--- src/bms_cfg.svh ---
`ifndef BMS_CFG_SVH
`define BMS_CFG_SVH
// Clock rate used to turn times into cycle counts.
`define BMS_CLK_MHZ 10
`define BMS_CYC_US(t) ((t) * `BMS_CLK_MHZ)
`define BMS_CYC_MS(t) ((t) * 1000 * `BMS_CLK_MHZ)
`define BMS_CYC_S(t) ((t) * 1000000 * `BMS_CLK_MHZ)
// Register byte offsets.
`define BMS_OFS_CTRL 12'h000
`define BMS_OFS_STAT 12'h004
// Control register fields.
`define BMS_CTRL_STORE 0
`define BMS_CTRL_HIZ 1
`define BMS_CTRL_RECOV 2
`define BMS_CTRL_CHGDIS 3
`define BMS_CTRL_LDO 4
`define BMS_CTRL_MONREQ 5
`define BMS_CTRL_RESET 5'h00
// Status register fields.
`define BMS_STAT_STATE 0
`define BMS_STAT_BUSOFF 4
`define BMS_STAT_HOSTUP 5
`define BMS_STAT_MONBUSY 6
`define BMS_STAT_BATOK 7
`define BMS_STAT_MONCODE 8
`define BMS_STAT_SCOFF 13
// Synchroniser reset image: button released, charge-disable low.
`define BMS_SYNC_RESET 16'h0002
// Times in their own units.
`define BMS_FIRST_WAKE_TIME_MS 80
`define BMS_T_QUIET_MS 1
`define BMS_SHORT_DEGLITCH_TIME_US 250
`define BMS_SHORT_RECOVERY_TIME_S 2
`define BMS_T_LONG_S 5
`define BMS_T_MON_MS 2
`define BMS_T_HOST_MS 5
`define BMS_T_BAT_DGL_US 100
// Highest monitor step: 60 % plus 20 steps of 2 % reaches 100 %.
`define BMS_MON_STEPS 5'h14
`endif

--- src/bms_pkg_order_note.sv ---
`default_nettype none
`default_nettype wire

--- src/bms_pkg.sv ---
`default_nettype none
package bms_pkg;
  typedef enum logic [3:0] {
    ST_STORAGE = 4'b0001,
    ST_HIZ = 4'b0010,
    ST_ACTIVE = 4'b0100,
    ST_INPUT = 4'b1000
  } bms_state_e;
  typedef logic [4:0] bms_code_t;
endpackage
`default_nettype wire

--- src/bms_sequencer.sv ---
// Implementation choices: the register offsets and the APB slave port.
`include "bms_cfg.svh"
`default_nettype none
module bms_sequencer #(
  parameter int WAKE1_CYC = `BMS_CYC_MS(`BMS_FIRST_WAKE_TIME_MS),
  parameter int QUIET_CYC = `BMS_CYC_MS(`BMS_T_QUIET_MS),
  parameter int REC_SC_CYC = `BMS_CYC_S(`BMS_SHORT_RECOVERY_TIME_S),
  parameter int LONG_CYC = `BMS_CYC_S(`BMS_T_LONG_S),
  parameter int MON_CYC = `BMS_CYC_MS(`BMS_T_MON_MS),
  parameter int HOST_CYC = `BMS_CYC_MS(`BMS_T_HOST_MS)
) (
  // Clock and reset.
  input wire logic pclk,
  input wire logic presetn,
  // APB slave.
  input wire logic psel,
  input wire logic penable,
  input wire logic pwrite,
  input wire logic [11:0] paddr,
  input wire logic [31:0] pwdata,
  input wire logic [3:0] pstrb,
  output logic [31:0] prdata,
  output logic pready,
  output logic pslverr,
  // Pins.
  input wire logic charge_disable_pin,
  input wire logic push_button_n,
  input wire logic load_switch_control_input,
  // Analog comparators.
  input wire logic vin_valid,
  input wire logic vin_above_sleep,
  input wire logic bat_above_hyst,
  input wire logic bat_below_uvlo,
  input wire logic bat_above_max_uvlo,
  input wire logic bat_above_min_uvlo,
  input wire logic short_limit,
  input wire logic sys_in_regulation,
  input wire logic [4:0] monitor_code,
  // Power stage controls, host readiness and state.
  output logic battery_switch_on,
  output logic supplement_on,
  output logic sys_enable,
  output logic charge_enable,
  output logic ldo_enable,
  output logic inter_node_power_on,
  output logic inter_node_pulldown_on,
  output logic monitor_load_on,
  output logic host_if_active,
  output bms_pkg::bms_state_e state
);
  import bms_pkg::*;

  localparam int CW = 27;
  localparam int DGL_SC_CYC = `BMS_CYC_US(`BMS_SHORT_DEGLITCH_TIME_US);
  localparam int BAT_DGL_CYC = `BMS_CYC_US(`BMS_T_BAT_DGL_US);

  // Saturating counter step, cleared whenever its run condition drops.
  function automatic logic [CW-1:0] cnt_step(input logic [CW-1:0] c, input logic run,
                                             input int lim);
    if (!run) begin
      cnt_step = '0;
    end else if (c >= CW'(lim)) begin
      cnt_step = c;
    end else begin
      cnt_step = c + 1'b1;
    end
  endfunction

  function automatic logic cnt_done(input logic [CW-1:0] c, input int lim);
    cnt_done = (c >= CW'(lim));
  endfunction

  logic [15:0] sync1_q, sync2_q;
  bms_code_t mon_code_s;
  logic vin_ok_s, vin_sleep_s, bat_hyst_s, bat_below_s, bat_max_s, bat_min_s;
  logic short_s, sys_reg_s, chgdis_s, button_n_s, lsw_s;
  bms_state_e state_q, state_d;
  logic st_store, st_hiz, st_act, st_in;
  logic [4:0] ctrl_q;
  logic chgdis_prev_q, vin_prev_q, bus_off_q, long_armed_q, wake_held_q;
  logic sc_off_q, bat_ok_q, mon_busy_q;
  logic [CW-1:0] wake_cnt_q, quiet_cnt_q, long_cnt_q, sc_cnt_q, bat_cnt_q;
  logic [CW-1:0] mon_cnt_q, host_cnt_q;
  bms_code_t mon_result_q;
  logic [31:0] prdata_q;
  logic access, setup, hit_ctrl, hit_stat, bus_ok, wr_ctrl;
  logic chg_toggle, hiz_want, entry_cond, quiet_done, wake_ok, mon_done, mon_start;
  logic wake_run, bat_sw_req;

  // Every pin and comparator is asynchronous, so all pass two flops first.
  always_ff @(posedge pclk or negedge presetn) begin
    if (!presetn) begin
      sync1_q <= `BMS_SYNC_RESET;
      sync2_q <= `BMS_SYNC_RESET;
    end else begin
      sync1_q <= {monitor_code, vin_valid, vin_above_sleep, bat_above_hyst, bat_below_uvlo,
                  bat_above_max_uvlo, bat_above_min_uvlo, short_limit, sys_in_regulation,
                  charge_disable_pin, push_button_n, load_switch_control_input};
      sync2_q <= sync1_q;
    end
  end

  assign {mon_code_s, vin_ok_s, vin_sleep_s, bat_hyst_s, bat_below_s, bat_max_s, bat_min_s,
          short_s, sys_reg_s, chgdis_s, button_n_s, lsw_s} = sync2_q;

  assign st_store = (state_q == ST_STORAGE);
  assign st_hiz = (state_q == ST_HIZ);
  assign st_act = (state_q == ST_ACTIVE);
  assign st_in = (state_q == ST_INPUT);
  assign state = state_q;

  // Bus decode; the slave answers in the access phase with no wait states.
  assign setup = psel & ~penable;
  assign access = psel & penable;
  assign hit_ctrl = (paddr == `BMS_OFS_CTRL);
  assign hit_stat = (paddr == `BMS_OFS_STAT);
  assign bus_ok = host_if_active & ~bus_off_q & ~st_store;
  assign wr_ctrl = access & pwrite & bus_ok & hit_ctrl & pstrb[0];
  assign pready = 1'b1;
  assign pslverr = access & (~bus_ok | ~(hit_ctrl | hit_stat) | (pwrite & hit_stat));
  assign prdata = prdata_q;
  assign chg_toggle = (chgdis_s != chgdis_prev_q);

  // Read data is captured in the setup cycle so that it comes from a flop.
  always_ff @(posedge pclk or negedge presetn) begin
    if (!presetn) begin
      prdata_q <= 32'h0000_0000;
    end else if (setup) begin
      prdata_q <= 32'h0000_0000;
      if (bus_ok && hit_ctrl) begin
        prdata_q[4:0] <= ctrl_q;
        prdata_q[`BMS_CTRL_MONREQ] <= mon_busy_q;
      end else if (bus_ok && hit_stat) begin
        prdata_q[`BMS_STAT_STATE +: 4] <= state_q;
        prdata_q[`BMS_STAT_BUSOFF] <= bus_off_q;
        prdata_q[`BMS_STAT_HOSTUP] <= host_if_active;
        prdata_q[`BMS_STAT_MONBUSY] <= mon_busy_q;
        prdata_q[`BMS_STAT_BATOK] <= bat_ok_q;
        prdata_q[`BMS_STAT_MONCODE +: 5] <= mon_result_q;
        prdata_q[`BMS_STAT_SCOFF] <= sc_off_q;
      end
    end
  end

  // Control bits. A write clears the storage request only while input is valid; entering storage also clears it.
  always_ff @(posedge pclk or negedge presetn) begin
    if (!presetn) begin
      ctrl_q <= `BMS_CTRL_RESET;
    end else begin
      if (wr_ctrl) begin
        ctrl_q[`BMS_CTRL_RECOV] <= pwdata[`BMS_CTRL_RECOV];
        ctrl_q[`BMS_CTRL_CHGDIS] <= pwdata[`BMS_CTRL_CHGDIS];
        ctrl_q[`BMS_CTRL_LDO] <= pwdata[`BMS_CTRL_LDO];
      end
      if (state_d == ST_STORAGE && !st_store) begin
        ctrl_q[`BMS_CTRL_STORE] <= 1'b0;
      end else if (wr_ctrl && (pwdata[`BMS_CTRL_STORE] || vin_ok_s)) begin
        ctrl_q[`BMS_CTRL_STORE] <= pwdata[`BMS_CTRL_STORE];
      end
      // A pin toggle releases a pending high-impedance request.
      if (wr_ctrl) begin
        ctrl_q[`BMS_CTRL_HIZ] <= pwdata[`BMS_CTRL_HIZ];
      end else if (chg_toggle) begin
        ctrl_q[`BMS_CTRL_HIZ] <= 1'b0;
      end
    end
  end

  // Bus lock-out after a battery-only high-impedance write; a new write cannot arrive
  // while locked, so the pin toggle is the only way out.
  always_ff @(posedge pclk or negedge presetn) begin
    if (!presetn) begin
      bus_off_q <= 1'b0;
      chgdis_prev_q <= 1'b0;
      vin_prev_q <= 1'b0;
    end else begin
      chgdis_prev_q <= chgdis_s;
      vin_prev_q <= vin_ok_s;
      if (wr_ctrl && pwdata[`BMS_CTRL_HIZ] && !vin_ok_s) begin
        bus_off_q <= 1'b1;
      end else if (chg_toggle) begin
        bus_off_q <= 1'b0;
      end
    end
  end

  assign hiz_want = ~chgdis_s | ctrl_q[`BMS_CTRL_HIZ];
  assign entry_cond = st_act & ~vin_ok_s & chgdis_s & button_n_s &
                      (ctrl_q[`BMS_CTRL_STORE] | long_armed_q);
  assign quiet_done = entry_cond & cnt_done(quiet_cnt_q, QUIET_CYC);
  assign wake_ok = wake_held_q & button_n_s;
  assign wake_run = (st_store & ~button_n_s & bat_max_s) |
                    (vin_ok_s & ~button_n_s & long_armed_q);
  assign mon_done = mon_busy_q & cnt_done(mon_cnt_q, MON_CYC);
  assign mon_start = ~mon_busy_q & ((wr_ctrl & pwdata[`BMS_CTRL_MONREQ]) |
                                    (st_act & hiz_want & ~vin_ok_s));

  // State selection; high-impedance is reached only through active battery.
  always_comb begin
    state_d = state_q;
    unique case (state_q)
      ST_STORAGE: begin
        if (vin_sleep_s) begin
          state_d = ST_INPUT;
        end else if (wake_ok) begin
          state_d = ST_ACTIVE;
        end
      end
      ST_INPUT: begin
        if (!vin_ok_s) begin
          state_d = ST_ACTIVE;
        end
      end
      ST_ACTIVE: begin
        if (vin_ok_s) begin
          state_d = ST_INPUT;
        end else if (quiet_done) begin
          state_d = ST_STORAGE;
        end else if (hiz_want && mon_done) begin
          state_d = ST_HIZ;
        end
      end
      ST_HIZ: begin
        if (vin_ok_s) begin
          state_d = ST_INPUT;
        end else if (!hiz_want) begin
          state_d = ST_ACTIVE;
        end
      end
      default: state_d = ST_ACTIVE;
    endcase
  end

  always_ff @(posedge pclk or negedge presetn) begin
    if (!presetn) begin
      state_q <= ST_ACTIVE;
    end else begin
      state_q <= state_d;
    end
  end

  // Timers for quiet period, wake press, long press and host readiness.
  always_ff @(posedge pclk or negedge presetn) begin
    if (!presetn) begin
      quiet_cnt_q <= '0;
      wake_cnt_q <= '0;
      long_cnt_q <= '0;
      host_cnt_q <= '0;
    end else begin
      quiet_cnt_q <= cnt_step(quiet_cnt_q, entry_cond, QUIET_CYC);
      wake_cnt_q <= cnt_step(wake_cnt_q, wake_run, WAKE1_CYC);
      long_cnt_q <= cnt_step(long_cnt_q, ~button_n_s & ~st_store, LONG_CYC);
      host_cnt_q <= cnt_step(host_cnt_q, sys_reg_s & ~st_store, HOST_CYC);
    end
  end

  // Long-press arming and the adapter exception that keeps it pending.
  always_ff @(posedge pclk or negedge presetn) begin
    if (!presetn) begin
      long_armed_q <= 1'b0;
      wake_held_q <= 1'b0;
    end else begin
      if (st_store || (state_d == ST_STORAGE)) begin
        long_armed_q <= 1'b0;
      end else if (vin_ok_s && !vin_prev_q && button_n_s) begin
        long_armed_q <= 1'b0;
      end else if (vin_ok_s && cnt_done(wake_cnt_q, WAKE1_CYC)) begin
        long_armed_q <= 1'b0;
      end else if (!vin_ok_s && !ctrl_q[`BMS_CTRL_RECOV] && cnt_done(long_cnt_q, LONG_CYC)) begin
        long_armed_q <= 1'b1;
      end
      if (!st_store) begin
        wake_held_q <= 1'b0;
      end else if (st_store && cnt_done(wake_cnt_q, WAKE1_CYC)) begin
        wake_held_q <= 1'b1;
      end
    end
  end

  // Battery threshold with hysteresis, then deglitch before the system rises.
  always_ff @(posedge pclk or negedge presetn) begin
    if (!presetn) begin
      bat_ok_q <= 1'b0;
      bat_cnt_q <= '0;
    end else begin
      if (bat_below_s) begin
        bat_ok_q <= 1'b0;
      end else if (bat_hyst_s) begin
        bat_ok_q <= 1'b1;
      end
      bat_cnt_q <= cnt_step(bat_cnt_q, bat_ok_q & (st_act | st_hiz), BAT_DGL_CYC);
    end
  end

  assign bat_sw_req = (bat_ok_q & (st_act | st_hiz)) | (st_in & bat_min_s);

  // Short retry: deglitch the limit, hold the switch off, then test again.
  always_ff @(posedge pclk or negedge presetn) begin
    if (!presetn) begin
      sc_off_q <= 1'b0;
      sc_cnt_q <= '0;
    end else if (!sc_off_q) begin
      if (cnt_done(sc_cnt_q, DGL_SC_CYC)) begin
        sc_off_q <= 1'b1;
        sc_cnt_q <= '0;
      end else begin
        sc_cnt_q <= cnt_step(sc_cnt_q, short_s & bat_sw_req, DGL_SC_CYC);
      end
    end else if (cnt_done(sc_cnt_q, REC_SC_CYC)) begin
      sc_off_q <= 1'b0;
      sc_cnt_q <= '0;
    end else begin
      sc_cnt_q <= cnt_step(sc_cnt_q, 1'b1, REC_SC_CYC);
    end
  end

  // Monitor: the divider load stays on until the result is latched.
  always_ff @(posedge pclk or negedge presetn) begin
    if (!presetn) begin
      mon_busy_q <= 1'b0;
      mon_cnt_q <= '0;
      mon_result_q <= 5'h00;
    end else begin
      if (mon_start) begin
        mon_busy_q <= 1'b1;
      end else if (mon_done) begin
        mon_busy_q <= 1'b0;
        mon_result_q <= (mon_code_s > `BMS_MON_STEPS) ? `BMS_MON_STEPS : mon_code_s;
      end
      mon_cnt_q <= cnt_step(mon_cnt_q, mon_busy_q & ~mon_done, MON_CYC);
    end
  end

  // Registered power-stage controls; in storage all is off but the pull-down, a running monitor load and node power while pressed above max UVLO.
  always_ff @(posedge pclk or negedge presetn) begin
    if (!presetn) begin
      battery_switch_on <= 1'b0;
      supplement_on <= 1'b0;
      sys_enable <= 1'b0;
      charge_enable <= 1'b0;
      ldo_enable <= 1'b0;
      inter_node_power_on <= 1'b0;
      inter_node_pulldown_on <= 1'b0;
      monitor_load_on <= 1'b0;
      host_if_active <= 1'b0;
    end else begin
      battery_switch_on <= bat_sw_req & ~sc_off_q;
      supplement_on <= st_in & bat_min_s;
      sys_enable <= st_in | ((st_act | st_hiz) & cnt_done(bat_cnt_q, BAT_DGL_CYC));
      charge_enable <= st_in & ~chgdis_s & ~ctrl_q[`BMS_CTRL_CHGDIS];
      ldo_enable <= ~st_store & (ctrl_q[`BMS_CTRL_LDO] | lsw_s);
      inter_node_power_on <= ~st_store | (~button_n_s & bat_max_s);
      inter_node_pulldown_on <= st_store;
      monitor_load_on <= mon_busy_q;
      host_if_active <= cnt_done(host_cnt_q, HOST_CYC) & ~st_store;
    end
  end
endmodule
`default_nettype wire

--- config.mk ---
export PLATFORM = sky130hd
export DESIGN_NAME = bms_sequencer
export DESIGN_NICKNAME = d
export VERILOG_FILES = /design/src/bms_pkg_order_note.sv /design/src/bms_pkg.sv /design/src/bms_sequencer.sv
export VERILOG_INCLUDE_DIRS = /design/src
export SDC_FILE = /design/constraint.sdc
export NUM_CORES = 1
export LEC_CHECK = 0
export ABC_AREA = 0
export BUFFER_PORTS_ARGS = -buffer_cell sky130_fd_sc_hd__buf_2
export CORE_MARGIN = 2
export CORE_UTILIZATION = 59
export DETAILED_ROUTE_END_ITERATION = 7
export PLACE_DENSITY_LB_ADDON = 0.08
export RECOVER_POWER = 50
export SETUP_SLACK_MARGIN = 0.02
export SLEW_MARGIN = 40
export SYNTH_ARGS = -nofsm -noshare
export SYNTH_HDL_FRONTEND = slang
export SYNTH_SLANG_ARGS = --single-unit
export TNS_END_PERCENT = 1
--- constraint.sdc ---
create_clock -name pclk -period 2.7 [get_ports pclk]
set_input_delay 0.27 -clock pclk [delete_from_list [all_inputs] [get_ports pclk]]
set_output_delay 0.27 -clock pclk [all_outputs]
set_load 0.02 [all_outputs]
======== Yosys cells after proc, flatten, opt, wreduce, memory -nomap -nowiden ========
Cells that the tools add are included.
storage, ports and cells
  bits in registers ....................... 266
  bits of input ports ..................... 69
  output and inout bits ................... 47
  word-level logic and storage cells ...... 199
cells by class
  add/subtract/negate cells ............... 7
  $lt $le $gt $ge ......................... 9
  eq/ne operators ......................... 14
  multiplexer cells ....................... 47
  bitwise gates (word level) .............. 63
  reduce and logical (&&, ||, !) cells .... 27
operator list
  operator                                                             number
  two-way mux 27 bit                                                   16
  adder 27 x 1 -> 27 bit, second input constant                        7
  AND 1 bit                                                            38
  two-way mux 4 bit                                                    8
  greater-or-equal comparator 27 x 10 -> 1 bit, second input constant  1
  greater-or-equal comparator 27 x 12 -> 1 bit, second input constant  1
  greater-or-equal comparator 27 x 14 -> 1 bit, second input constant  1
  greater-or-equal comparator 27 x 15 -> 1 bit, second input constant  1
  greater-or-equal comparator 27 x 16 -> 1 bit, second input constant  1
  greater-or-equal comparator 27 x 20 -> 1 bit, second input constant  1
  greater-or-equal comparator 27 x 25 -> 1 bit, second input constant  1
  greater-or-equal comparator 27 x 26 -> 1 bit, second input constant  1
  two-way mux 1 bit                                                    18
  one-hot mux 4 bit (4 select lines)                                   1
  two-way mux 14 bit                                                   1
  logical AND 1 bit                                                    13
  inverter 1 bit                                                       13
  equality test 12 x 3 -> 1 bit, second input constant                 1
  logical NOT 12 bit                                                   1
  inequality test 2 bit, second input constant                         6
  bitwise OR 1 bit                                                     12
  nonzero test 2 bit                                                   5
  equality test 4 x 1 -> 1 bit, second input constant                  2
  two-way mux 8 bit                                                    1
  12 further kinds                                                     16

======== Longest topological paths before layout ========
Gate-level depths: netlist (run 1).
  depth after elaboration ................. 12
  gate-level depth with buffers ........... 9
  gate-level depth less buffers ........... 7

======== Least setup slack after synthesis (run 1) ========
Ideal clock, no wire load.
  path type ............................... flip-flop to flip-flop
  start point ............................. register state_q[1], in the netlist state[1]
  end point ............................... register wake_cnt_q[19]
  library setup time ...................... 72 ps
  arrival ................................. 2204 ps
  data required time ...................... 2628 ps
  setup slack ............................. 425 ps
  cell stages (with the launch flop) ...... 10
  path buffers ............................ 4
  clock period less this slack ............ 2275 ps
  cell sequence ........................... dfrtp_1 buf_2 or4b_1 clkbuf_1 inv_2 a22oi_1 or2_2 buf_2 buf_2 nor2_1
between the ends
  word-level cells in the longest chain between the ends .. 5
  elaborated cells between the ends (all ways) .. 6
  classes of those cells .................. eq/ne: 2; mux: 1; bitwise: 3
ends and longest elaborated chain
  item                                                                   line                  RTL
  start: declaration                                                     bms_sequencer.sv:77   bms_state_e state_q, state_d;
  start signal: assignment                                               bms_sequencer.sv:238  state_q <= state_d;
  equality test 4 x 1 -> 1 bit (*)                                       bms_sequencer.sv:106  assign st_store = (state_q == ST_STORAGE);
  via st_store                                                           bms_sequencer.sv:78   logic st_store, st_hiz, st_act, st_in;
  AND 1 bit (*) (2 in a row)                                             bms_sequencer.sv:192  assign wake_run = (st_store & ~button_n_s & bat_max_s) |
  bitwise OR 1 bit (*)                                                   bms_sequencer.sv:192
  inequality test 2 bit (no line) or two-way mux 27 bit (tied branches)  --
  end signal: assignment                                                 bms_sequencer.sv:251  wake_cnt_q <= cnt_step(wake_cnt_q, wake_run, WAKE1_CYC);
  end: declaration                                                       bms_sequencer.sv:82   logic [CW-1:0] wake_cnt_q, quiet_cnt_q, long_cnt_q, sc_cnt_q, bat_cnt_q;
Mark *: on every way through the listed nets, which the timed path passes. The rest lies on a longest branch.
A chain may end at the register's enable or synchronous reset.

======== Worst setup path after layout (run 1) ========
  start point ............................. register bus_off_q
  end point ............................... output pslverr
between the ends
  word-level cells in the longest chain between the ends .. 7
ends and longest elaborated chain
  item                           line                  RTL
  start: declaration             bms_sequencer.sv:80   logic chgdis_prev_q, vin_prev_q, bus_off_q, long_armed_q, wake_held_q;
  start signal: assignment       bms_sequencer.sv:173  bus_off_q <= 1'b0;
  start signal: assignment       bms_sequencer.sv:180  bus_off_q <= 1'b1;
  start signal: assignment       bms_sequencer.sv:182  bus_off_q <= 1'b0;
  inverter 1 bit                 bms_sequencer.sv:117  assign bus_ok = host_if_active & ~bus_off_q & ~st_store;
  AND 1 bit (2 in a row)         bms_sequencer.sv:117
  inverter 1 bit                 bms_sequencer.sv:120  assign pslverr = access & (~bus_ok | ~(hit_ctrl | hit_stat) | (pwrite & hit_stat));
  bitwise OR 1 bit (2 in a row)  bms_sequencer.sv:120
  AND 1 bit                      bms_sequencer.sv:120
  end: declaration               bms_sequencer.sv:24   output logic pslverr,
Every way passes these cells.

==> results.json, run 1 <==
{
  "fin_crit_ns": 2.63,
  "fin_util_pct": 70.5,
  "wl_per_cell_um": 15.4,
  "crit_fanout": 7,
  "vias_per_cell": 5.61,
  "drc_errors": 0,
  "path_class": "flip-flop to output port",
  "yosysWarnings": 0,
  "layout_worst_path_cycle_share_pct": 97.5,
  "fin_skew_ns": 0.0199,
  "ys_async_sr_fraction_pct": 100,
  "io_pins": 116,
  "die_area_um2": 21000,
  "path_cells": "nor4_4, nand3_1, or2_2, buf_4, o21a_1, buf_2",
  "drtIter0Drc": 590,
  "synthTopCellsByArea": "dfrtp_1, nor2_1, xnor2_1",
  "slew_headroom_pct": 7.92,
  "clk_path_buf_depth": 3,
  "nets": 1328,
  "synth_compound_area_share_pct": 9.41,
  "post-dp-hpwl_mm": 15.6,
  "finalWirelength_mm": 23.5,
  "fmax_mhz": 380,
  "port_buffers": 67,
  "die_h_um": 145,
  "maxCapViolations": 0,
  "ctsRootBufferMaster": "clkbuf_16",
  "setup_viol_count_final": 0,
  "ant_nets": 0,
  "first_global_vias": 8449,
  "rows": 51,
  "synth_top_family_by_area": "simple AND/OR/NAND/NOR gates",
  "postCtsSetupBuffers": 0,
  "avgSynthCellArea_um2": 10.4,
  "setup_slack_ns": 0.0685,
  "critical_path.top_delay_family": "simple AND/OR/NAND/NOR gates",
  "fp.dieW_um": 145,
  "coreArea_um2": 19500,
  "crit_path_end_kind": "output port",
  "dr_total_vias": 8585,
  "grt_max_degree": 86,
  "crit_buf_inv": 2,
  "syn2layout_area_growth_pct": 16.8,
  "htreeDepth": 1,
  "grt_first_pass_wirelength_mm": 40.9,
  "synthesis.area_um2": 11700,
  "diodes": 0,
  "synth_edf_count": 0,
  "tightest_slew_ns": 1.38,
  "first_pass_iters": 4,
  "final_common_cell": "dfrtp_1",
  "drive_above_1_share_pct": 13.1,
  "grt_usage_pct": 23.1,
  "place_congestion": 0.818,
  "p_leak_nw": 6.06,
  "slew_viol_final": 0,
  "crit_path_start_kind": "flip-flop",
  "synth_top_area_share_pct": 56.1,
  "worst_ep_required_time_ns": 2.43,
  "clkSinkCount": 266,
  "synth_adder_area_share_pct": 1.49,
  "hold_path.class": "primary input to flip-flop",
  "grt_antenna_before_repair": 0,
  "synth_xor_area_share_pct": 4.78,
  "peakVddDrop_mv": 0.502,
  "crit_path_max_incr_delay_ns": 0.45,
  "grt_overflow": 0,
  "synth-simple-area-share_pct": 22.6,
  "clkLatencyLatePin_ns": 0.54,
  "crit_arrival_ns": 2.36,
  "power.density_nw_per_um2": 657,
  "cts_tree": "yes",
  "ys_types": 64,
  "initial_core_util_pct": 60.3,
  "ys_ff_latch": 266,
  "synth_top_area_cell": "dfrtp_1",
  "cts_made_buffers": 28,
  "preCtsSetupSlack_ns": 0.337,
  "timing_hold_violations_final": 0,
  "ys_seq_area_share_pct": 56.7,
  "reg2reg_slack_ns": 0.32,
  "synthMuxAreaShare_pct": 1.06,
  "layout_common_cells": "dfrtp_1, nor2_1, nand2_1",
  "status": "completed",
  "path_clk_slew_ns": 0.06,
  "synth_cells": 1125,
  "ys.flop_type": "dfrtp_1",
  "slowest_stage": "dfrtp_1"
}
-- sequential cells by signal, indices dropped and copies added (netlist names), 27 cells and up --
name and cells:
bat_cnt_q 27, quiet_cnt_q 27, host_cnt_q 27, sc_cnt_q 27
wake_cnt_q 27, long_cnt_q 27, mon_cnt_q 27
-- kinds of logic after synthesis --
| logic type | count (synthesis) |
|---|---|
| muxes | 12 |
| DFF | 266 |
| adders and majority gates | 14 |
| buffers and inverters | 97 |
| other | 2 |
| xor gates and xnor gates | 64 |
| and+or+nand+nor | 496 |
| AOI/OAI and AO/OA | 174 |
-- where the power goes --
group	internal [mW]	switching, mW	total, mW
clock	2.64	1.52	4.16
sequential	4.12	0.105	4.23
combinational	0.223	0.403	0.627
total	6.99	2.03	9.01
-- path summary, 6_finish.rpt --
kind | to | from | cells after the start
setup / recovery | pslverr | bus_off_q | 6
hold / removal | prdata[4] | paddr[2] | 2
setup reg to reg | quiet_cnt_q[5] | quiet_cnt_q[6] | 5
hold reg to reg | sync2_q[3] | sync1_q[3] | 0
max in group asynchronous | sc_cnt_q[17] | presetn | 3
min in group asynchronous | long_cnt_q[14] | presetn | 2
-- synth_stat cells, drive strengths merged (2+ instances only) --
cell / number
ha: 14
nand4: 22
and4: 12
a31o: 3
o21a: 6
o211ai: 7
nand3b: 2
nor2: 107
nor4b: 3
mux2i: 9
or2: 3
a21oi: 56
dfrtp: 263
and2: 46
nor3b: 2
dfstp: 3
nor2b: 7
a32o: 2
conb: 2
nor3: 22
o21ai: 43
a31oi: 3
nand4bb: 2
mux2: 3
a41oi: 2
or3: 26
a22o: 8
o31a: 3
nand2: 85
or4b: 4
buf: 26
nand3: 44
o31ai: 28
xor2: 25
or4: 25
inv: 36
o41ai: 3
nor4: 37
xnor2: 39
nand2b: 7
clkbuf: 35
and3: 37
-- worst reg2reg max path, delay by kind of cell (launching register included) --
kind / cells / cell delay [ns]
compound gates: 1 / 0.16
flops: 1 / 0.43
simple gates: 4 / 1.73
-- layout make-up --
type | instances | area, um^2
Clock buffer | 39 | 843
Clock inverter | 12 | 185
Fill cell | 1472 | 5750
Inverter | 36 | 135
Multi-Input combinational cell | 793 | 4780
Sequential cell | 266 | 6660
Tap cell | 265 | 332
Timing Repair Buffer | 120 | 782
-- per-stage QoR --
step / instance area (um^2) / power, mW / hold WS (ns) / std cells / setup TNS (ns)
final: 13700 / 9.01 / 0.112 / 1531 / 0
after global routing: 13700 / 9.39 / 0.115 / 1531 / -0.00746
after CTS: 13700 / 9.13 / 0.0823 / 1531 / 0
after detailed placement: 12500 / 4.91 / 0.320 / 1457 / 0
after global placement: 12500 / 4.91 / 0.320 / 1457 / 0
after floorplan: 11900 / 4.63 / -0.0256 / 1156 / 0
-- routing by layer --
metal  part of all wire [%]  wire [um]  track usage, %  vias to the layer above
met5                      0          0               0                        -
met4                    2.3        539            6.57                        0
met3                    3.5        826            3.14                       40
met2                     47      11100            36.5                      155
met1                     47      11000            33.9                     4220
li1                       -          -               -                     4170
-- what timing repair did --
action,in CTS,in global routing
hold buffers,23,0
endpoints found under the setup margin,1,1
pin swaps,0,0
endpoints found under the hold margin,99,0
gates resized for setup,1,1
Note: power is estimated with default switching activity, not from simulation.
==> run 2: changes to the inputs <==
CORE_UTILIZATION = 54   (was 59)
==> run 2 against run 1 <==
Net effect:
- first-iteration DRC count shrank 35%
- die area increased by 9.0%
- worst hold slack lost 0.0096 ns
- count of clock-buffer cells in the layout up 2
- the flow now finishes with violations (max-capacitance violations, max-slew violations)
- clock power up 3%
- largest power group is now clock
- global-route usage fell by 1.4 points
- total power rose by 1.6%
- cell area grew 0.57%
- sequential power about the same
==> results.json, run 2 (synthesis gave the netlist of run 1 again) <==
{
  "grt-busiest-layer": "met2",
  "final_common_cell": "dfrtp_1",
  "crit_path_end_kind": "output port",
  "initial_core_util_pct": 55.5,
  "grt_usage_pct": 21.7,
  "violations": "max-capacitance violations, max-slew violations",
  "nets": 1328,
  "timing.rr.start": "quiet_cnt_q[6]",
  "crit_buf_inv": 2,
  "layout_worst_path_cycle_share_pct": 95.8,
  "drtIter0Drc": 383,
  "drive_above_1_share_pct": 13.1,
  "rsz0062_at_grt": "false",
  "crit_fanout": 7,
  "worst_ep_required_time_ns": 2.43,
  "setup_viol_count_final": 0,
  "crit_path_start_kind": "flip-flop",
  "coreArea_um2": 21200,
  "p_leak_nw": 6.07,
  "timing_hold_violations_final": 0,
  "diodes": 0,
  "path_cells": "nor4_4, nand3_1, or2_2, buf_4, o21a_1, buf_2",
  "post-dp-hpwl_mm": 15.9,
  "grt_antenna_before_repair": 0,
  "first_pass_iters": 5,
  "layout_common_cells": "dfrtp_1, nor2_1, nand2_1",
  "tightest_slew_ns": 1.59,
  "fmax_mhz": 387,
  "grt_use_met1_pct": 31.6,
  "path_class": "flip-flop to output port",
  "status": "finished, violations left",
  "finalSetupTns_ns": 0,
  "slowest_stage": "dfrtp_1",
  "reg2reg_slack_ns": 0.32,
  "ctsRootBufferMaster": "clkbuf_16",
  "crit_path_max_incr_delay_ns": 0.45,
  "clk_path_buf_depth": 3,
  "die_area_um2": 22900,
  "ant_nets": 0,
  "clkSinkCount": 266,
  "fin_crit_ns": 2.59,
  "crit_path_start": "bus_off_q",
  "fillers": 1704,
  "grt_max_degree": 87,
  "cts_tree": "yes",
  "slew_headroom_pct": -5.83,
  "wl_per_cell_um": 15.5,
  "worstHoldStart": "paddr[2]",
  "use_met2_pct": 34.3,
  "vias_per_cell": 5.51,
  "peakVddDrop_mv": 0.586,
  "rows": 53,
  "io_pins": 116,
  "maxCapViolations": 1,
  "fin_skew_ns": 0.0144,
  "crit_arrival_ns": 2.32,
  "fp.dieW_um": 151,
  "port_buffers": 67,
  "dr_total_vias": 8480,
  "grtUsageMet3_pct": 2.95,
  "place_congestion": 0.796,
  "hold_path.class": "primary input to flip-flop",
  "first_global_vias": 8253,
  "htreeDepth": 1,
  "power.density_nw_per_um2": 664,
  "grt_first_pass_wirelength_mm": 40.2,
  "syn2layout_area_growth_pct": 17.5,
  "clkLatencyLatePin_ns": 0.54,
  "critical_path.top_delay_family": "simple AND/OR/NAND/NOR gates",
  "cts_made_buffers": 29,
  "drc_errors": 0,
  "grt_overflow": 0,
  "finalWirelength_mm": 23.9,
  "design_area_um2": 13800,
  "path_clk_slew_ns": 0.06,
  "slew_viol_final": 58,
  "die_h_um": 151,
  "total_power_mw": 9.16,
  "placed_area_um2": 12500
}
-- run 2: cell count changes in the layout (fill, tap and decap cells not counted), moves of 2 or more --
| cell | change |
|---|---|
| o31ai_2 | +2 |
| clkinv_2 | -7 |
| buf_12 | +2 |
| clkinvlp_4 | +2 |
| o31ai_1 | -2 |
-- run 2: worst reg2reg max path: cells and delay by family (launching register included) --
kind | cells | cell delay [ns]
and+or+nand+nor | 4 | 1.68
DFF | 1 | 0.43
AOI/OAI and AO/OA | 1 | 0.18
-- run 2: path summary, 6_finish.rpt --
kind                                   end  depth (start not counted)
min in group asynchronous   wake_cnt_q[22]                          2
setup / recovery                   pslverr                          6
hold / removal                   prdata[4]                          2
setup reg to reg           quiet_cnt_q[11]                          5
hold reg to reg                sync2_q[13]                          0
max in group asynchronous      sc_cnt_q[0]                          3
-- run 2: cell type report --
class	count	area, um^2	share of cell area [%]
inverters	36	135	0.980
well taps	275	344	2.49
multi-input cells	793	4780	34.7
repair buffers	119	808	5.86
clock buffers	41	851	6.17
flip-flops and latches	266	6660	48.3
clock inverters	10	213	1.54
-- run 2: metal layers --
| layer | routed length (um) | vias to the layer above |
|---|---|---|
| met3 | 949 | 41 |
| met4 | 573 | 0 |
| met2 | 11200 | 141 |
| met5 | 0 | - |
| met1 | 11200 | 4113 |
| li1 | - | 4185 |
-- run 2: what timing repair did --
| item | 4_1_cts | 5_1_grt |
|---|---|---|
| gates resized for setup | 1 | 1 |
| hold buffers | 23 | 0 |
| pin swaps | 0 | 0 |
| setup endpoints to repair | 1 | 1 |
| endpoints found under the hold margin | 76 | 0 |
| buffers inserted | 0 | 0 |
-- run 2: report_power, final --
| part | internal [mW] | total [mW] | leakage (nW) | switching [mW] |
|---|---|---|---|---|
| clock | 2.75 | 4.29 | 0.513 | 1.54 |
| combinational | 0.231 | 0.641 | 1.99 | 0.411 |
| sequential | 4.12 | 4.23 | 3.56 | 0.106 |
| total | 7.10 | 9.16 | 6.07 | 2.05 |
-- run 2: per-stage QoR --
step	utilization (%)	hold WS, ns	cells	worst slack, ns
after CTS	65.2	0.0861	1540	0.0344
final	65.2	0.102	1540	0.114
after floorplan	-	-0.0256	1156	0.425
after detailed placement	59.1	0.246	1466	0.349
after global placement	59.0	0.250	1466	0.0524
after global routing	65.2	0.101	1540	0.0164
